<file path="src/verilog/lsc_cfg.svh">
`ifndef LSC_CFG_SVH
`define LSC_CFG_SVH

// register indices; the byte address is four times the index
`define LSC_IDX_A_ON 16'h4084
`define LSC_IDX_A_SLP 16'h4085
`define LSC_IDX_B_ON 16'h4087
`define LSC_IDX_B_SLP 16'h4088

// reset values
`define LSC_RST_A_ON 16'h0000
`define LSC_RST_A_SLP 16'h0100
`define LSC_RST_B_ON 16'h0000
`define LSC_RST_B_SLP 16'h0000

// implemented bits; all others read as zero
`define LSC_MASK_A_ON 16'hE11F
`define LSC_MASK_A_SLP 16'hE11F
`define LSC_MASK_B_ON 16'hF08F
`define LSC_MASK_B_SLP 16'hE00F

// field positions
`define LSC_SLOT_MSB 15
`define LSC_SLOT_LSB 13
`define LSC_FORCE_BIT 12
`define LSC_MODE_BIT 8
`define LSC_VSRC_BIT 7
`define LSC_VOLT_MSB 4

// bus answers
`define LSC_RESP_OKAY 2'h0
`define LSC_RESP_SLVERR 2'h2

`endif

</file>
<file path="src/verilog/lsc_pkg.sv">
package lsc_pkg;

  typedef enum logic [1:0] {RS_OFF, RS_ON, RS_SLEEP, RS_DOWN} lsc_rstate_t;

  // sequencer status, same clock domain
  typedef struct packed {
    logic on_seq;
    logic sleep_seq;
    logic off_req;
    logic tick;
    logic [2:0] slot;
  } lsc_seq_t;

  typedef struct packed {
    logic enable;
    logic lowpower;
    logic follow_dcdc1;
    logic [4:0] voltage;
  } lsc_rout_t;

  typedef struct packed {
    logic dis;
    logic [2:0] slot;
  } lsc_sleep_t;

  function automatic lsc_sleep_t lsc_sleep_decode(input logic [2:0] code);
    lsc_sleep_t r;
    r = '{dis: 1'b0, slot: 3'h5};
    unique case (code)
      3'h0: r = '{dis: 1'b0, slot: 3'h5};
      3'h1: r = '{dis: 1'b1, slot: 3'h5};
      3'h2: r = '{dis: 1'b1, slot: 3'h4};
      3'h3: r = '{dis: 1'b1, slot: 3'h3};
      3'h4: r = '{dis: 1'b1, slot: 3'h2};
      3'h5: r = '{dis: 1'b1, slot: 3'h1};
      3'h6: r = '{dis: 1'b0, slot: 3'h3};
      3'h7: r = '{dis: 1'b0, slot: 3'h1};
    endcase
    return r;
  endfunction : lsc_sleep_decode

endpackage : lsc_pkg

</file>
<file path="src/verilog/lsc_top.sv">
// Chosen here: the AXI4-Lite interface to the registers.
`timescale 1ns/10ps
`include "lsc_cfg.svh"

module lsc_top
  import lsc_pkg::*;
(
  // clock and reset
  input wire logic aclk,
  input wire logic aresetn,
  // axi4-lite write address
  input wire logic [31:0] s_axi_awaddr,
  input wire logic [2:0] s_axi_awprot,
  input wire logic s_axi_awvalid,
  output logic s_axi_awready,
  // axi4-lite write data
  input wire logic [31:0] s_axi_wdata,
  input wire logic [3:0] s_axi_wstrb,
  input wire logic s_axi_wvalid,
  output logic s_axi_wready,
  // axi4-lite write response
  output logic [1:0] s_axi_bresp,
  output logic s_axi_bvalid,
  input wire logic s_axi_bready,
  // axi4-lite read address
  input wire logic [31:0] s_axi_araddr,
  input wire logic [2:0] s_axi_arprot,
  input wire logic s_axi_arvalid,
  output logic s_axi_arready,
  // axi4-lite read data
  output logic [31:0] s_axi_rdata,
  output logic [1:0] s_axi_rresp,
  output logic s_axi_rvalid,
  input wire logic s_axi_rready,
  // power sequencer
  input wire lsc_seq_t seq,
  // hardware enable pins 1 and 2, asynchronous
  input wire logic [1:0] hw_enable,
  // regulator controls
  output lsc_rout_t regulator_a,
  output lsc_rout_t regulator_b
);

  localparam logic [15:0] RST [4] = '{`LSC_RST_A_ON, `LSC_RST_A_SLP,
                                      `LSC_RST_B_ON, `LSC_RST_B_SLP};
  localparam logic [15:0] MASK [4] = '{`LSC_MASK_A_ON, `LSC_MASK_A_SLP,
                                       `LSC_MASK_B_ON, `LSC_MASK_B_SLP};

  // entries: 0 A on, 1 A sleep, 2 B on, 3 B sleep
  logic [15:0] regs [4];

  logic aw_full;
  logic [31:0] aw_addr;
  logic w_full;
  logic [15:0] w_data;
  logic [1:0] w_strb;
  logic wr_go;
  logic [2:0] wsel;
  logic [2:0] rsel;

  function automatic logic [2:0] dec_addr(input logic [31:0] a);
    logic [2:0] r;
    r = 3'h0;
    if (a[1:0] == 2'h0) begin
      if (a[31:2] == 30'(`LSC_IDX_A_ON)) r = 3'h4;
      if (a[31:2] == 30'(`LSC_IDX_A_SLP)) r = 3'h5;
      if (a[31:2] == 30'(`LSC_IDX_B_ON)) r = 3'h6;
      if (a[31:2] == 30'(`LSC_IDX_B_SLP)) r = 3'h7;
    end
    return r;
  endfunction : dec_addr

  function automatic logic [15:0] merge(input logic [15:0] old,
                                        input logic [15:0] d,
                                        input logic [1:0] s,
                                        input logic [15:0] m);
    logic [15:0] r;
    r = old;
    if (s[0]) r[7:0] = d[7:0];
    if (s[1]) r[15:8] = d[15:8];
    return r & m;
  endfunction : merge

  // write channel: address and data are caught in either order
  assign s_axi_awready = !aw_full;
  assign s_axi_wready = !w_full;
  assign wr_go = aw_full && w_full && !s_axi_bvalid;
  assign wsel = dec_addr(aw_addr);

  always_ff @(posedge aclk) begin
    if (!aresetn) begin
      aw_full <= 1'b0;
      aw_addr <= 32'h0000_0000;
    end else if (s_axi_awvalid && !aw_full) begin
      aw_full <= 1'b1;
      aw_addr <= s_axi_awaddr;
    end else if (wr_go) begin
      aw_full <= 1'b0;
    end
  end

  always_ff @(posedge aclk) begin
    if (!aresetn) begin
      w_full <= 1'b0;
      w_data <= 16'h0000;
      w_strb <= 2'h0;
    end else if (s_axi_wvalid && !w_full) begin
      w_full <= 1'b1;
      w_data <= s_axi_wdata[15:0];
      w_strb <= s_axi_wstrb[1:0];
    end else if (wr_go) begin
      w_full <= 1'b0;
    end
  end

  always_ff @(posedge aclk) begin
    if (!aresetn) begin
      s_axi_bvalid <= 1'b0;
      s_axi_bresp <= `LSC_RESP_OKAY;
    end else if (wr_go) begin
      s_axi_bvalid <= 1'b1;
      s_axi_bresp <= wsel[2] ? `LSC_RESP_OKAY : `LSC_RESP_SLVERR;
    end else if (s_axi_bready) begin
      s_axi_bvalid <= 1'b0;
    end
  end

  // register file; upper byte lanes carry no bits
  always_ff @(posedge aclk) begin
    if (!aresetn) begin
      for (int k = 0; k < 4; k++) begin
        regs[k] <= RST[k];
      end
    end else if (wr_go && wsel[2]) begin
      regs[wsel[1:0]] <= merge(regs[wsel[1:0]], w_data, w_strb, MASK[wsel[1:0]]);
    end
  end

  // read channel
  assign s_axi_arready = !s_axi_rvalid;
  assign rsel = dec_addr(s_axi_araddr);

  always_ff @(posedge aclk) begin
    if (!aresetn) begin
      s_axi_rvalid <= 1'b0;
      s_axi_rdata <= 32'h0000_0000;
      s_axi_rresp <= `LSC_RESP_OKAY;
    end else if (s_axi_arvalid && !s_axi_rvalid) begin
      s_axi_rvalid <= 1'b1;
      s_axi_rdata <= rsel[2] ? {16'h0000, regs[rsel[1:0]]} : 32'h0000_0000;
      s_axi_rresp <= rsel[2] ? `LSC_RESP_OKAY : `LSC_RESP_SLVERR;
    end else if (s_axi_rready) begin
      s_axi_rvalid <= 1'b0;
    end
  end

  // hardware enable pins: only the second stage is read
  logic [1:0] hw_s1;
  logic [1:0] hw_s2;

  always_ff @(posedge aclk) begin
    if (!aresetn) begin
      hw_s1 <= 2'h0;
      hw_s2 <= 2'h0;
    end else begin
      hw_s1 <= hw_enable;
      hw_s2 <= hw_s1;
    end
  end

  lsc_rstate_t st [2];
  lsc_rout_t rout [2];
  logic [2:0] on_code [2];
  logic [2:0] slp_code [2];
  logic hw_ctl [2];
  lsc_sleep_t sdec [2];
  logic sleep_hit [2];

  genvar i;
  generate
    for (i = 0; i < 2; i++) begin : g_reg
      logic [15:0] onr;
      logic [15:0] slr;
      logic hw_lvl;
      logic run;
      assign onr = regs[2*i];
      assign slr = regs[2*i+1];
      assign on_code[i] = onr[`LSC_SLOT_MSB:`LSC_SLOT_LSB];
      assign slp_code[i] = slr[`LSC_SLOT_MSB:`LSC_SLOT_LSB];
      // 110 and 111 hand the regulator to hardware enable 1 or 2
      assign hw_ctl[i] = on_code[i][2] && on_code[i][1];
      assign hw_lvl = hw_s2[on_code[i][0]];
      assign sdec[i] = lsc_sleep_decode(slp_code[i]);
      assign sleep_hit[i] = seq.sleep_seq && seq.tick && seq.slot == sdec[i].slot;

      always_ff @(posedge aclk) begin
        if (!aresetn) begin
          st[i] <= RS_OFF;
        end else if (seq.off_req) begin
          st[i] <= RS_OFF;
        end else if (seq.on_seq && seq.tick) begin
          // on settings come back on every return to ON
          if (hw_ctl[i] || (on_code[i] != 3'h0 && seq.slot == on_code[i])) begin
            st[i] <= RS_ON;
          end
        end else if (sleep_hit[i] && st[i] == RS_ON) begin
          // a hardware-enabled regulator is never cut, only put to sleep
          st[i] <= (sdec[i].dis && !hw_ctl[i]) ? RS_DOWN : RS_SLEEP;
        end
      end

      assign run = st[i] == RS_ON || st[i] == RS_SLEEP;

      always_ff @(posedge aclk) begin
        if (!aresetn) begin
          rout[i] <= '0;
        end else begin
          rout[i].enable <= onr[`LSC_FORCE_BIT] || (hw_ctl[i] ? hw_lvl : run);
          rout[i].follow_dcdc1 <= onr[`LSC_VSRC_BIT];
          if (st[i] == RS_SLEEP) begin
            rout[i].lowpower <= slr[`LSC_MODE_BIT];
            rout[i].voltage <= slr[`LSC_VOLT_MSB:0];
          end else begin
            rout[i].lowpower <= onr[`LSC_MODE_BIT];
            rout[i].voltage <= onr[`LSC_VOLT_MSB:0];
          end
        end
      end
    end
  endgenerate

  assign regulator_a = rout[0];
  assign regulator_b = rout[1];
endmodule : lsc_top

</file>
<file path="config.mk">
export PLATFORM = sky130hd
export DESIGN_NAME = lsc_top
export DESIGN_NICKNAME = d
export VERILOG_FILES = /design/src/verilog/lsc_pkg.sv /design/src/verilog/lsc_top.sv
export VERILOG_INCLUDE_DIRS = /design/src /design/src/verilog
export SDC_FILE = /design/constraint.sdc
export NUM_CORES = 1
export LEC_CHECK = 0
export CAP_MARGIN = 20
export CORE_UTILIZATION = 55
export CTS_CLUSTER_DIAMETER = 40
export CTS_CLUSTER_SIZE = 12
export DETAILED_ROUTE_END_ITERATION = 8
export DONT_BUFFER_PORTS = 1
export PLACE_DENSITY = 0.82
export SKIP_LAST_GASP = 1
export SLEW_MARGIN = 20
export SYNTH_ARGS = -nofsm -noshare
export SYNTH_HDL_FRONTEND = slang
export SYNTH_SLANG_ARGS = --single-unit
</file>
<file path="constraint.sdc">
create_clock -name aclk -period 4.35 [get_ports aclk]
set_clock_uncertainty 0.1 [all_clocks]
set_input_delay 1.305 -clock aclk [delete_from_list [all_inputs] [get_ports aclk]]
set_output_delay 1.305 -clock aclk [all_outputs]
set_load 0.05 [all_outputs]
</file>
==> metrics.cfg, run 1 <==
[outcome]
status=finished clean

[clocking]
cts_htree_levels=4
clock_sink_count=130
ctsRootBufferMaster=sky130_fd_sc_hd__clkbuf_16
buffers_inserted_during_post_cts_setup_optimization=0
cts_buffer_depth=2
holdBufCountCts=0
cts.reportedPaths.clkPinSlew_ns=0.06
number_of_buffers_inserted_during_clock_tree_synthesis=17
tritoncts=done
postCtsResizedCells=0
clock_insertion_delay_worst_skew_ns=0.41

[floorplan]
placementRows=39
design.core.area_um2=11500
die_width_um=111
dieHeight_um=111
design.portCount=179
die_area_um2=12300
start_util_pct=56.9

[grt]
first_global_vias=5079
antenna_found_initial=0
grt_max_degree=40
grt_util_all_layers_pct=26.3
grt_overflow=0
first_pass_grt_wire_length_um=25400

[synthesis]
synth_top_cells_by_count=sky130_fd_sc_hd__nand2_1 (127), sky130_fd_sc_hd__dfxtp_1 (70), sky130_fd_sc_hd__a21oi_1 (67)
synth.distinct_cells=66
yosys_warnings=0
syn_avg_cell_area_um2=9.28
synth_area_leaders=sky130_fd_sc_hd__edfxtp_1 (28%), sky130_fd_sc_hd__dfxtp_1 (21%), sky130_fd_sc_hd__nand2_1 (7.3%), sky130_fd_sc_hd__a21oi_1 (5.1%), sky130_fd_sc_hd__mux2i_1 (3.5%)
yosysTopAreaCell=sky130_fd_sc_hd__edfxtp_1
synth_enable_flop_cells=60
async_flop_share_pct=0
synth-seq-area-share_pct=49.1
synthDominantCellAreaShare_pct=27.6
synth_area_um2=6530
register_bit_total_from_synthesis=130
ys_dominant_reg_cell=sky130_fd_sc_hd__dfxtp_1
most_used_standard_cell_by_instance_count_after_synthesis=sky130_fd_sc_hd__nand2_1
synthesized_instance_count=703

[setup_path]
setup.worst_path.end_class=flip-flop
critPathRequiredTime_ns=4.56
crit_family=simple AND/OR/NAND/NOR gates
critical_path.cell_chain=or4b_4 -> or3_4 -> nor4_2 -> o221ai_1 -> a221oi_1
cp_data_arrival_time_ns=3.37
timing_worst_setup_path_type=in2reg
cp-startpoint=s_axi_araddr[7]
crit_buf_inv=0
startpoint_type=primary input
critical_path.reg2reg.startpoint=aw_addr[31]$_SDFFE_PN0P_
cpMaxStageDelayCell=sky130_fd_sc_hd__nor4_2
critical_path_fanout_max=4
worst_path_largest_cell_delay_ns=0.56

[route]
vias_per_cell=6.15
routed_wirelength_um=16000
postRouteAntennaNets=0
first_iter_violations=480
drt_pass_1_iters=6
drc=0
wire_per_inst_um=18.5
via_count=5321

[hold_path]
worstHoldPathType=reg2reg
hold_path.startpoint=hw_s1[0]$_SDFF_PN0_

[job]
max_cap_violations=0

[sta]
min_period_ns=3.16
setup_violations=0
hold_violations=0
rsz0062_at_grt=no
setup_tns_ns=0
relSlewSlack_pct=31.8
final.period_utilization_pct=72.7
achievable-frequency_ghz=0.316
timing_worst_slew_pin_value_ns=1.02
final_max_slew_viol_count=0

[layout]
fin_cells=865
postLayoutCoreUtil_pct=62.7
area_growth_pct=10.2
post_route_cells_drive_above_1_share_pct=8.31
inserted_diodes=0
final_net_count=835
fill_cells=952

[placed_design]
dpl_hpwl_um=11400
place.gp.congestion=0.916
port-buffer-count=0
dpl.cell_count=833

[power]
switching_share_pct=25.8
p_comb_share_pct=8.5
share_seq_of_total_power_pct=46.1
power_leakage_nw=2.61
power.share.clock_pct=45.5
switchingPower_mw=0.800
peakVddDrop_uv=292
cell_int_power_mw=2.30
power.density_nw_per_um2=431

## placed cells by master (no fill, tap or decap), types with 16 or more instances in the layout
master and n:
sky130_fd_sc_hd__a21oi_1 67, sky130_fd_sc_hd__a22oi_1 17, sky130_fd_sc_hd__and2_1 32, sky130_fd_sc_hd__clkbuf_16 18, sky130_fd_sc_hd__conb_1 41, sky130_fd_sc_hd__dfxtp_1 70, sky130_fd_sc_hd__edfxtp_1 60, sky130_fd_sc_hd__inv_1 26
sky130_fd_sc_hd__mux2i_1 23, sky130_fd_sc_hd__nand2_1 127, sky130_fd_sc_hd__nor2_1 29, sky130_fd_sc_hd__nor2b_1 16, sky130_fd_sc_hd__o21ai_0 17
## flip-flops by register name (all words and copies together), names as in the netlist, 2 cells and up
name and cells:
w_strb 2, st 4, aw_addr 32, w_data 11, hw_s2 2, s_axi_rdata 11
regs 44, rout 16, hw_s1 2
## stage by stage
stage	worst slack [ns]	cell area (um^2)	total power, mW	hold slack (ns)
3_3_place_gp	0.820	6590	1.70	0.322
5_1_grt	0.963	7190	3.21	0.366
3_5_place_dp	0.796	6590	1.71	0.324
6_report	1.19	7190	3.10	0.335
2_1_floorplan	0.880	6670	1.67	0.312
4_1_cts	1.21	7190	3.11	0.335
## layer usage
metal / GRT usage [%] / up-vias / part of all wire (%)
met4: 11.8 / 0 / 3.0
met2: 44.6 / 315 / 48
met3: 6.94 / 53 / 10
li1: - / 2473 / -
met5: 0 / - / 0
met1: 31.3 / 2480 / 39
## final cells by class
cell class,count,area (um^2),area share [%]
Clock buffer,22,505,7.03
Clock inverter,10,93.8,1.31
Multi-Input combinational cell,524,3040,42.3
Timing Repair Buffer,9,67.6,0.940
Tap cell,143,179,2.49
Inverter,27,101,1.41
Sequential cell,130,3200,44.5
## kinds of logic (layout without fill, tap and decap cells)
family	Yosys count	in the layout	synth area share, %
AOI/OAI and AO/OA	171	171	17.3
xor gates and xnor gates	6	6	0.805
adders and majority gates	4	4	0.767
buffers and inverters	88	68	6.67
DFF	130	130	49.1
muxes	23	23	3.53
other	2	41	0.115
and+or+nand+nor	279	279	21.7
## worst paths after layout
path / end / slack, ns / cells past startpoint
max: s_axi_rdata[14]$_SDFFE_PN0P_ / 1.19 / 5
min: hw_s2[0]$_SDFF_PN0_ / 0.33 / 1
max reg2reg: regs[2][7]$_SDFFCE_PN0P_ / 1.20 / 5
min reg2reg: hw_s2[0]$_SDFF_PN0_ / 0.33 / 1
## power groups by stage
| stage | clock network [mW] | logic [mW] | registers [mW] |
|---|---|---|---|
| after global routing | 1.49 | 0.288 | 1.43 |
| after global placement | 0 | 0.250 | 1.45 |
| after detailed placement | 0 | 0.258 | 1.45 |
| final | 1.41 | 0.263 | 1.43 |
| after floorplan | 0 | 0.242 | 1.43 |
| after CTS | 1.43 | 0.259 | 1.43 |
Power figures use the tool's default switching activity.
==> inputs of run 2 (changes only) <==
clock period = 3.3 ns   (was 4.35 ns; I/O delays follow)
==> run 2 against run 1 <==
Against the previous run: non-clock buffer count rose by 11; worst setup slack got worse by 0.72 ns; first-iteration DRC count fell by 12%; largest power group unchanged.
==> metrics.cfg, run 2 (synthesis results as in run 1) <==
[outcome]
status=finished clean  ; unchanged

[grt]
groute.layer.met1.usage_pct=30.8  ; was 31.3%
gr-max-usage-layer=met2  ; unchanged
globalRouteMet3Util_pct=8.58  ; was 6.94%
first_global_vias=5253  ; was 5079
met2_usage_pct=45.5  ; was 44.6%
grt_max_degree=40  ; unchanged
grt_util_all_layers_pct=26.7  ; was 26.3%
grt_overflow=0  ; unchanged
first_pass_grt_wire_length_um=25500  ; was 25400 um
antenna_found_initial=0  ; unchanged

[clocking]
clock_insertion_delay_worst_skew_ns=0.43  ; was 0.41 ns
cts.reportedPaths.clkPinSlew_ns=0.06  ; about the same
postCtsResizedCells=0  ; unchanged
holdBufCountCts=0  ; unchanged
buffers_inserted_during_post_cts_setup_optimization=0  ; unchanged
cts_htree_levels=4  ; unchanged
cts_buffer_depth=2  ; unchanged
ctsRootBufferMaster=sky130_fd_sc_hd__clkbuf_16  ; unchanged
clock_sink_count=130  ; unchanged
tritoncts=done  ; unchanged
number_of_buffers_inserted_during_clock_tree_synthesis=17  ; unchanged

[route]
routed_wirelength_um=16300  ; was 16000 um
drt_pass_1_iters=6  ; unchanged
drc=0  ; unchanged
wire_per_inst_um=18.6  ; was 18.5 um
via_count=5339  ; was 5321
first_iter_violations=421  ; was 480
postRouteAntennaNets=0  ; unchanged
vias_per_cell=6.10  ; was 6.15

[sta]
achievable-frequency_ghz=0.353
final.period_utilization_pct=85.8
hold_violations=0  ; unchanged
min_period_ns=2.83
final.setup.worst_slack_ns=0.468  ; was 1.19 ns
timing_worst_slew_pin_value_ns=0.981  ; was 1.02 ns
relSlewSlack_pct=34.4  ; was 31.8%
rsz0062_at_grt=no  ; unchanged
setup_violations=0  ; unchanged
final_max_slew_viol_count=0  ; unchanged
fin_worst_hold_slack_ns=0.331  ; was 0.335 ns
setup_tns_ns=0  ; unchanged

[hold_path]
worstHoldPathType=reg2reg  ; unchanged

[setup_path]
critical_path.reg2reg.startpoint=aw_addr[6]$_SDFFE_PN0P_  ; was aw_addr[31]$_SDFFE_PN0P_
r2r_cells=5  ; unchanged
cp_data_arrival_time_ns=3.02  ; was 3.37 ns
setup.worst_path.end_class=flip-flop  ; unchanged
timing_worst_setup_path_type=in2reg  ; unchanged
cp-startpoint=s_axi_araddr[7]  ; unchanged
crit_path_end=s_axi_rdata[3]$_SDFFE_PN0P_  ; was s_axi_rdata[14]$_SDFFE_PN0P_
worst_r2r_endpoint=regs[1][7]$_SDFFCE_PN0P_  ; was regs[2][7]$_SDFFCE_PN0P_
startpoint_type=primary input  ; unchanged
critPathRequiredTime_ns=3.49  ; was 4.56 ns
critical_path_fanout_max=7  ; was 4
worst-r2r-setup-slack_ns=0.68  ; was 1.20 ns

[floorplan]
die_area_um2=12300  ; unchanged
design.portCount=179  ; unchanged
start_util_pct=56.9  ; unchanged
dieHeight_um=111  ; unchanged
placementRows=39  ; unchanged
design.core.area_um2=11500  ; unchanged
die_width_um=111  ; unchanged

[layout]
design_area_um2=7250  ; was 7190 um^2
inserted_diodes=0  ; unchanged
area_growth_pct=11.1  ; was 10.2%
largest_registers=regs (44), aw_addr (32), rout (16)  ; unchanged
layout.cells.most_common_list=sky130_fd_sc_hd__nand2_1 (127), sky130_fd_sc_hd__dfxtp_1 (70), sky130_fd_sc_hd__a21oi_1 (67), sky130_fd_sc_hd__edfxtp_1 (60), sky130_fd_sc_hd__conb_1 (41)  ; unchanged
final_net_count=846  ; was 835
fill_cells=920  ; was 952
post_route_cells_drive_above_1_share_pct=9.43  ; was 8.31%
max_flop_register=regs  ; unchanged
largest_register_ffs=44  ; unchanged
layout.cells.most_common=sky130_fd_sc_hd__nand2_1  ; unchanged

[placed_design]
dpl_hpwl_um=11700  ; was 11400 um
dp_slack_ns=0.0711  ; was 0.796 ns
place.gp.congestion=0.891  ; was 0.916
port-buffer-count=0  ; unchanged
placedInstanceArea_um2=6680  ; was 6590 um^2

[job]
max_cap_violations=0  ; unchanged

[power]
power_leakage_nw=2.66  ; was 2.61 nW
peakVddDrop_uv=498  ; was 292 uV
power.density_nw_per_um2=557  ; was 431 nW/um^2

run 2: layout make-up:
class | instances | area (um^2) | area share, %
sequential | 130 | 3200 | 44.2
multi-input combinational | 524 | 3040 | 41.9
clock buffer | 22 | 495 | 6.83
tap | 143 | 179 | 2.47
timing repair buffer | 20 | 163 | 2.24
inverter | 27 | 101 | 1.40
clock inverter | 9 | 75.1 | 1.04
run 2: worst min-delay path by stage:
stage | from | end | slack (ns) | cells after the start
final | hw_s1[0]$_SDFF_PN0_ | hw_s2[0]$_SDFF_PN0_ | 0.33 | 1
after global placement | hw_s1[1]$_SDFF_PN0_ | hw_s2[1]$_SDFF_PN0_ | 0.32 | 1
after floorplan | hw_s1[0]$_SDFF_PN0_ | hw_s2[0]$_SDFF_PN0_ | 0.31 | 1
after detailed placement | hw_s1[0]$_SDFF_PN0_ | hw_s2[0]$_SDFF_PN0_ | 0.32 | 1
after CTS | hw_s1[0]$_SDFF_PN0_ | hw_s2[0]$_SDFF_PN0_ | 0.33 | 1
after global routing | hw_s1[0]$_SDFF_PN0_ | hw_s2[0]$_SDFF_PN0_ | 0.36 | 1
run 2: through the flow:
stage | cells | utilization (%) | power, mW
finish | 875 | 63.2 | 4.04
global placement | 844 | 58.3 | 2.25
CTS | 875 | 63.2 | 4.05
detailed placement | 844 | 58.3 | 2.26
global route | 875 | 63.2 | 4.16
floorplan | 742 | - | 2.20
run 2: metal layers:
metal	up-vias	share of wire, %
li1	2494	-
met4	0	2.6
met5	-	0
met2	312	49
met1	2494	40
met3	39	9.2
run 2: critical path, cell delays in order:
cell,delay [ns]
sky130_fd_sc_hd__or4b_4,0.53
sky130_fd_sc_hd__or3_4,0.36
sky130_fd_sc_hd__or3_1,0.40
sky130_fd_sc_hd__or2_1,0.34
sky130_fd_sc_hd__o311a_1,0.40
run 2: where the power goes:
group / leakage, nW / switching, mW / internal [mW] / total [mW]
clock: 0.292 / 0.667 / 1.13 / 1.80
sequential: 1.19 / 0.114 / 1.76 / 1.88
combinational: 1.17 / 0.252 / 0.109 / 0.361
total: 2.66 / 1.03 / 3.00 / 4.04
==> inputs of run 3 (changes only) <==
clock period = 2.7 ns   (was 3.3 ns; I/O delays follow)
==> run 3 against run 2 <==
Against the previous run: clock-buffer cell count decreased by 2; register-to-register slack got worse by 0.47 ns; critical path type unchanged; final area grew 1.5%; largest power group unchanged; sequential power rose by 22%; hold slack is essentially flat; flip-flop and latch count is the same; clock power increased by 24%; critical endpoint is now s_axi_rdata[1]$_SDFFE_PN0P_.
==> metrics.cfg, run 3 (synthesis results as in run 1) <==
[clocking]
tritoncts=done  ; unchanged
clock_sink_count=130  ; unchanged
cts.reportedPaths.clkPinSlew_ns=0.06  ; about the same
number_of_buffers_inserted_during_clock_tree_synthesis=17  ; unchanged
ctsRootBufferMaster=sky130_fd_sc_hd__clkbuf_16  ; unchanged
holdBufCountCts=0  ; unchanged
cts_htree_levels=4  ; unchanged
clock_insertion_delay_worst_skew_ns=0.42  ; was 0.43 ns
cts_buffer_depth=2  ; unchanged

[route]
wire_per_inst_um=19.0  ; was 18.6 um
via_count=5494  ; was 5339
postRouteAntennaNets=0  ; unchanged
routed_wirelength_um=16800  ; was 16300 um
first_iter_violations=643  ; was 421
vias_per_cell=6.19  ; was 6.10
drt_pass_1_iters=6  ; unchanged
drc=0  ; unchanged

[setup_path]
crit_family=simple AND/OR/NAND/NOR gates  ; unchanged
timing_worst_setup_path_type=in2reg  ; unchanged
worst_path_largest_cell_delay_ns=0.53  ; about the same
cp_data_arrival_time_ns=2.77  ; was 3.02 ns
startpoint_type=primary input  ; unchanged
critical_path.cell_chain=or4b_4 -> or3_4 -> or3_1 -> or2_1 -> o311a_1  ; unchanged
worst-r2r-setup-slack_ns=0.21  ; was 0.68 ns
setup.worst_path.end_class=flip-flop  ; unchanged
critPathRequiredTime_ns=2.90  ; was 3.49 ns
cpMaxStageDelayCell=sky130_fd_sc_hd__or4b_4  ; unchanged
critical_path_fanout_max=7  ; unchanged
crit_buf_inv=0  ; unchanged

[sta]
final.period_utilization_pct=95.1
timing_worst_slew_pin_value_ns=0.853  ; was 0.981 ns
achievable-frequency_ghz=0.389
hold_violations=0  ; unchanged
rsz0062_at_grt=no  ; unchanged
final.setup.worst_slack_ns=0.131  ; was 0.468 ns
relSlewSlack_pct=42.4  ; was 34.4%
final_max_slew_viol_count=0  ; unchanged
setup_violations=0  ; unchanged
min_period_ns=2.57

[power]
power.density_nw_per_um2=679  ; was 557 nW/um^2
power_leakage_nw=2.71  ; was 2.66 nW
peakVddDrop_uv=517  ; was 498 uV

[layout]
fill_cells=866  ; was 920
layout.cells.most_common=sky130_fd_sc_hd__nand2_1  ; unchanged
fin_cells=887  ; was 875
final_net_count=857  ; was 846
largest_register_ffs=44  ; unchanged
largest_registers=regs (44), aw_addr (32), rout (16)  ; unchanged
post_route_cells_drive_above_1_share_pct=11.4  ; was 9.43%
area_growth_pct=12.8  ; was 11.1%
max_flop_register=regs  ; unchanged
layout.cells.most_common_list=sky130_fd_sc_hd__nand2_1 (127), sky130_fd_sc_hd__dfxtp_1 (70), sky130_fd_sc_hd__a21oi_1 (67), sky130_fd_sc_hd__edfxtp_1 (60), sky130_fd_sc_hd__conb_1 (41)  ; unchanged
postLayoutCoreUtil_pct=64.2  ; was 63.2%
inserted_diodes=0  ; unchanged

[grt]
antenna_found_initial=0  ; unchanged
first_pass_grt_wire_length_um=26900  ; was 25500 um
grt_overflow=0  ; unchanged
grt_util_all_layers_pct=28.3  ; was 26.7%
grt_max_degree=33  ; was 40
first_global_vias=5386  ; was 5253

[floorplan]
design.portCount=179  ; unchanged
design.core.area_um2=11500  ; unchanged
start_util_pct=56.9  ; unchanged
die_width_um=111  ; unchanged
die_area_um2=12300  ; unchanged
placementRows=39  ; unchanged
dieHeight_um=111  ; unchanged

[placed_design]
place.gp.congestion=0.924  ; was 0.891
dp_slack_ns=-0.264  ; was 0.0711 ns
dpl_hpwl_um=12200  ; was 11700 um
dpl.cell_count=853  ; was 844
port-buffer-count=0  ; unchanged

[job]
max_cap_violations=0  ; unchanged

[hold_path]
worstHoldPathType=reg2reg  ; unchanged

[outcome]
status=finished clean  ; unchanged

-- run 3: path summary, 6_finish.rpt --
path,start,end,depth (start not counted)
worst max register to register,aw_addr[6]$_SDFFE_PN0P_,regs[0][4]$_SDFFCE_PN0P_,5
worst min register to register,hw_s1[1]$_SDFF_PN0_,hw_s2[1]$_SDFF_PN0_,1
worst min-delay path,hw_s1[1]$_SDFF_PN0_,hw_s2[1]$_SDFF_PN0_,1
worst max-delay path,s_axi_araddr[8],s_axi_rdata[1]$_SDFFE_PN0P_,5
-- run 3: per-layer routing --
metal	global-route usage, %	wire, um
met1	35.2	6440
met2	45.2	7930
met3	7.65	1890
met4	14.4	554
met5	0	0
-- run 3: what timing repair did --
action / CTS / global route
cloned: 0 / 0
gates resized for setup: 2 / 1
buffers inserted: 0 / 2
pin swaps: 0 / 1
endpoints found under the setup margin: 3 / 12
-- run 3: metrics by stage --
step	instance area (um^2)	setup TNS (ns)	hold slack, ns	power, mW
after global placement	6740	-2.00	0.319	2.75
final	7360	0	0.330	5.00
after floorplan	6670	-1.63	0.312	2.69
after global routing	7360	0	0.348	5.16
after detailed placement	6740	-2.64	0.318	2.78
after CTS	7340	0	0.331	4.99
-- run 3: area by class of cell --
cell class | instances | area (um^2) | share of cell area [%]
Sequential cell | 130 | 3200 | 43.5
Multi-Input combinational cell | 524 | 3050 | 41.5
Clock buffer | 20 | 500 | 6.80
Timing Repair Buffer | 31 | 233 | 3.16
Tap cell | 143 | 179 | 2.43
Inverter | 27 | 101 | 1.38
Clock inverter | 12 | 87.6 | 1.19
-- run 3: power by group --
part | switching (mW) | internal [mW]
combinational | 0.320 | 0.145
sequential | 0.137 | 2.16
clock | 0.895 | 1.35
total | 1.35 | 3.65
-- run 3: worst reg2reg max path: cells and delay by family (launching register included) --
kind | cells | cell delay [ns]
flip-flops | 1 | 0.32
AO/OA/AOI/OAI | 3 | 1.00
multiplexers | 1 | 0.14
AND/OR/NAND/NOR | 1 | 0.73
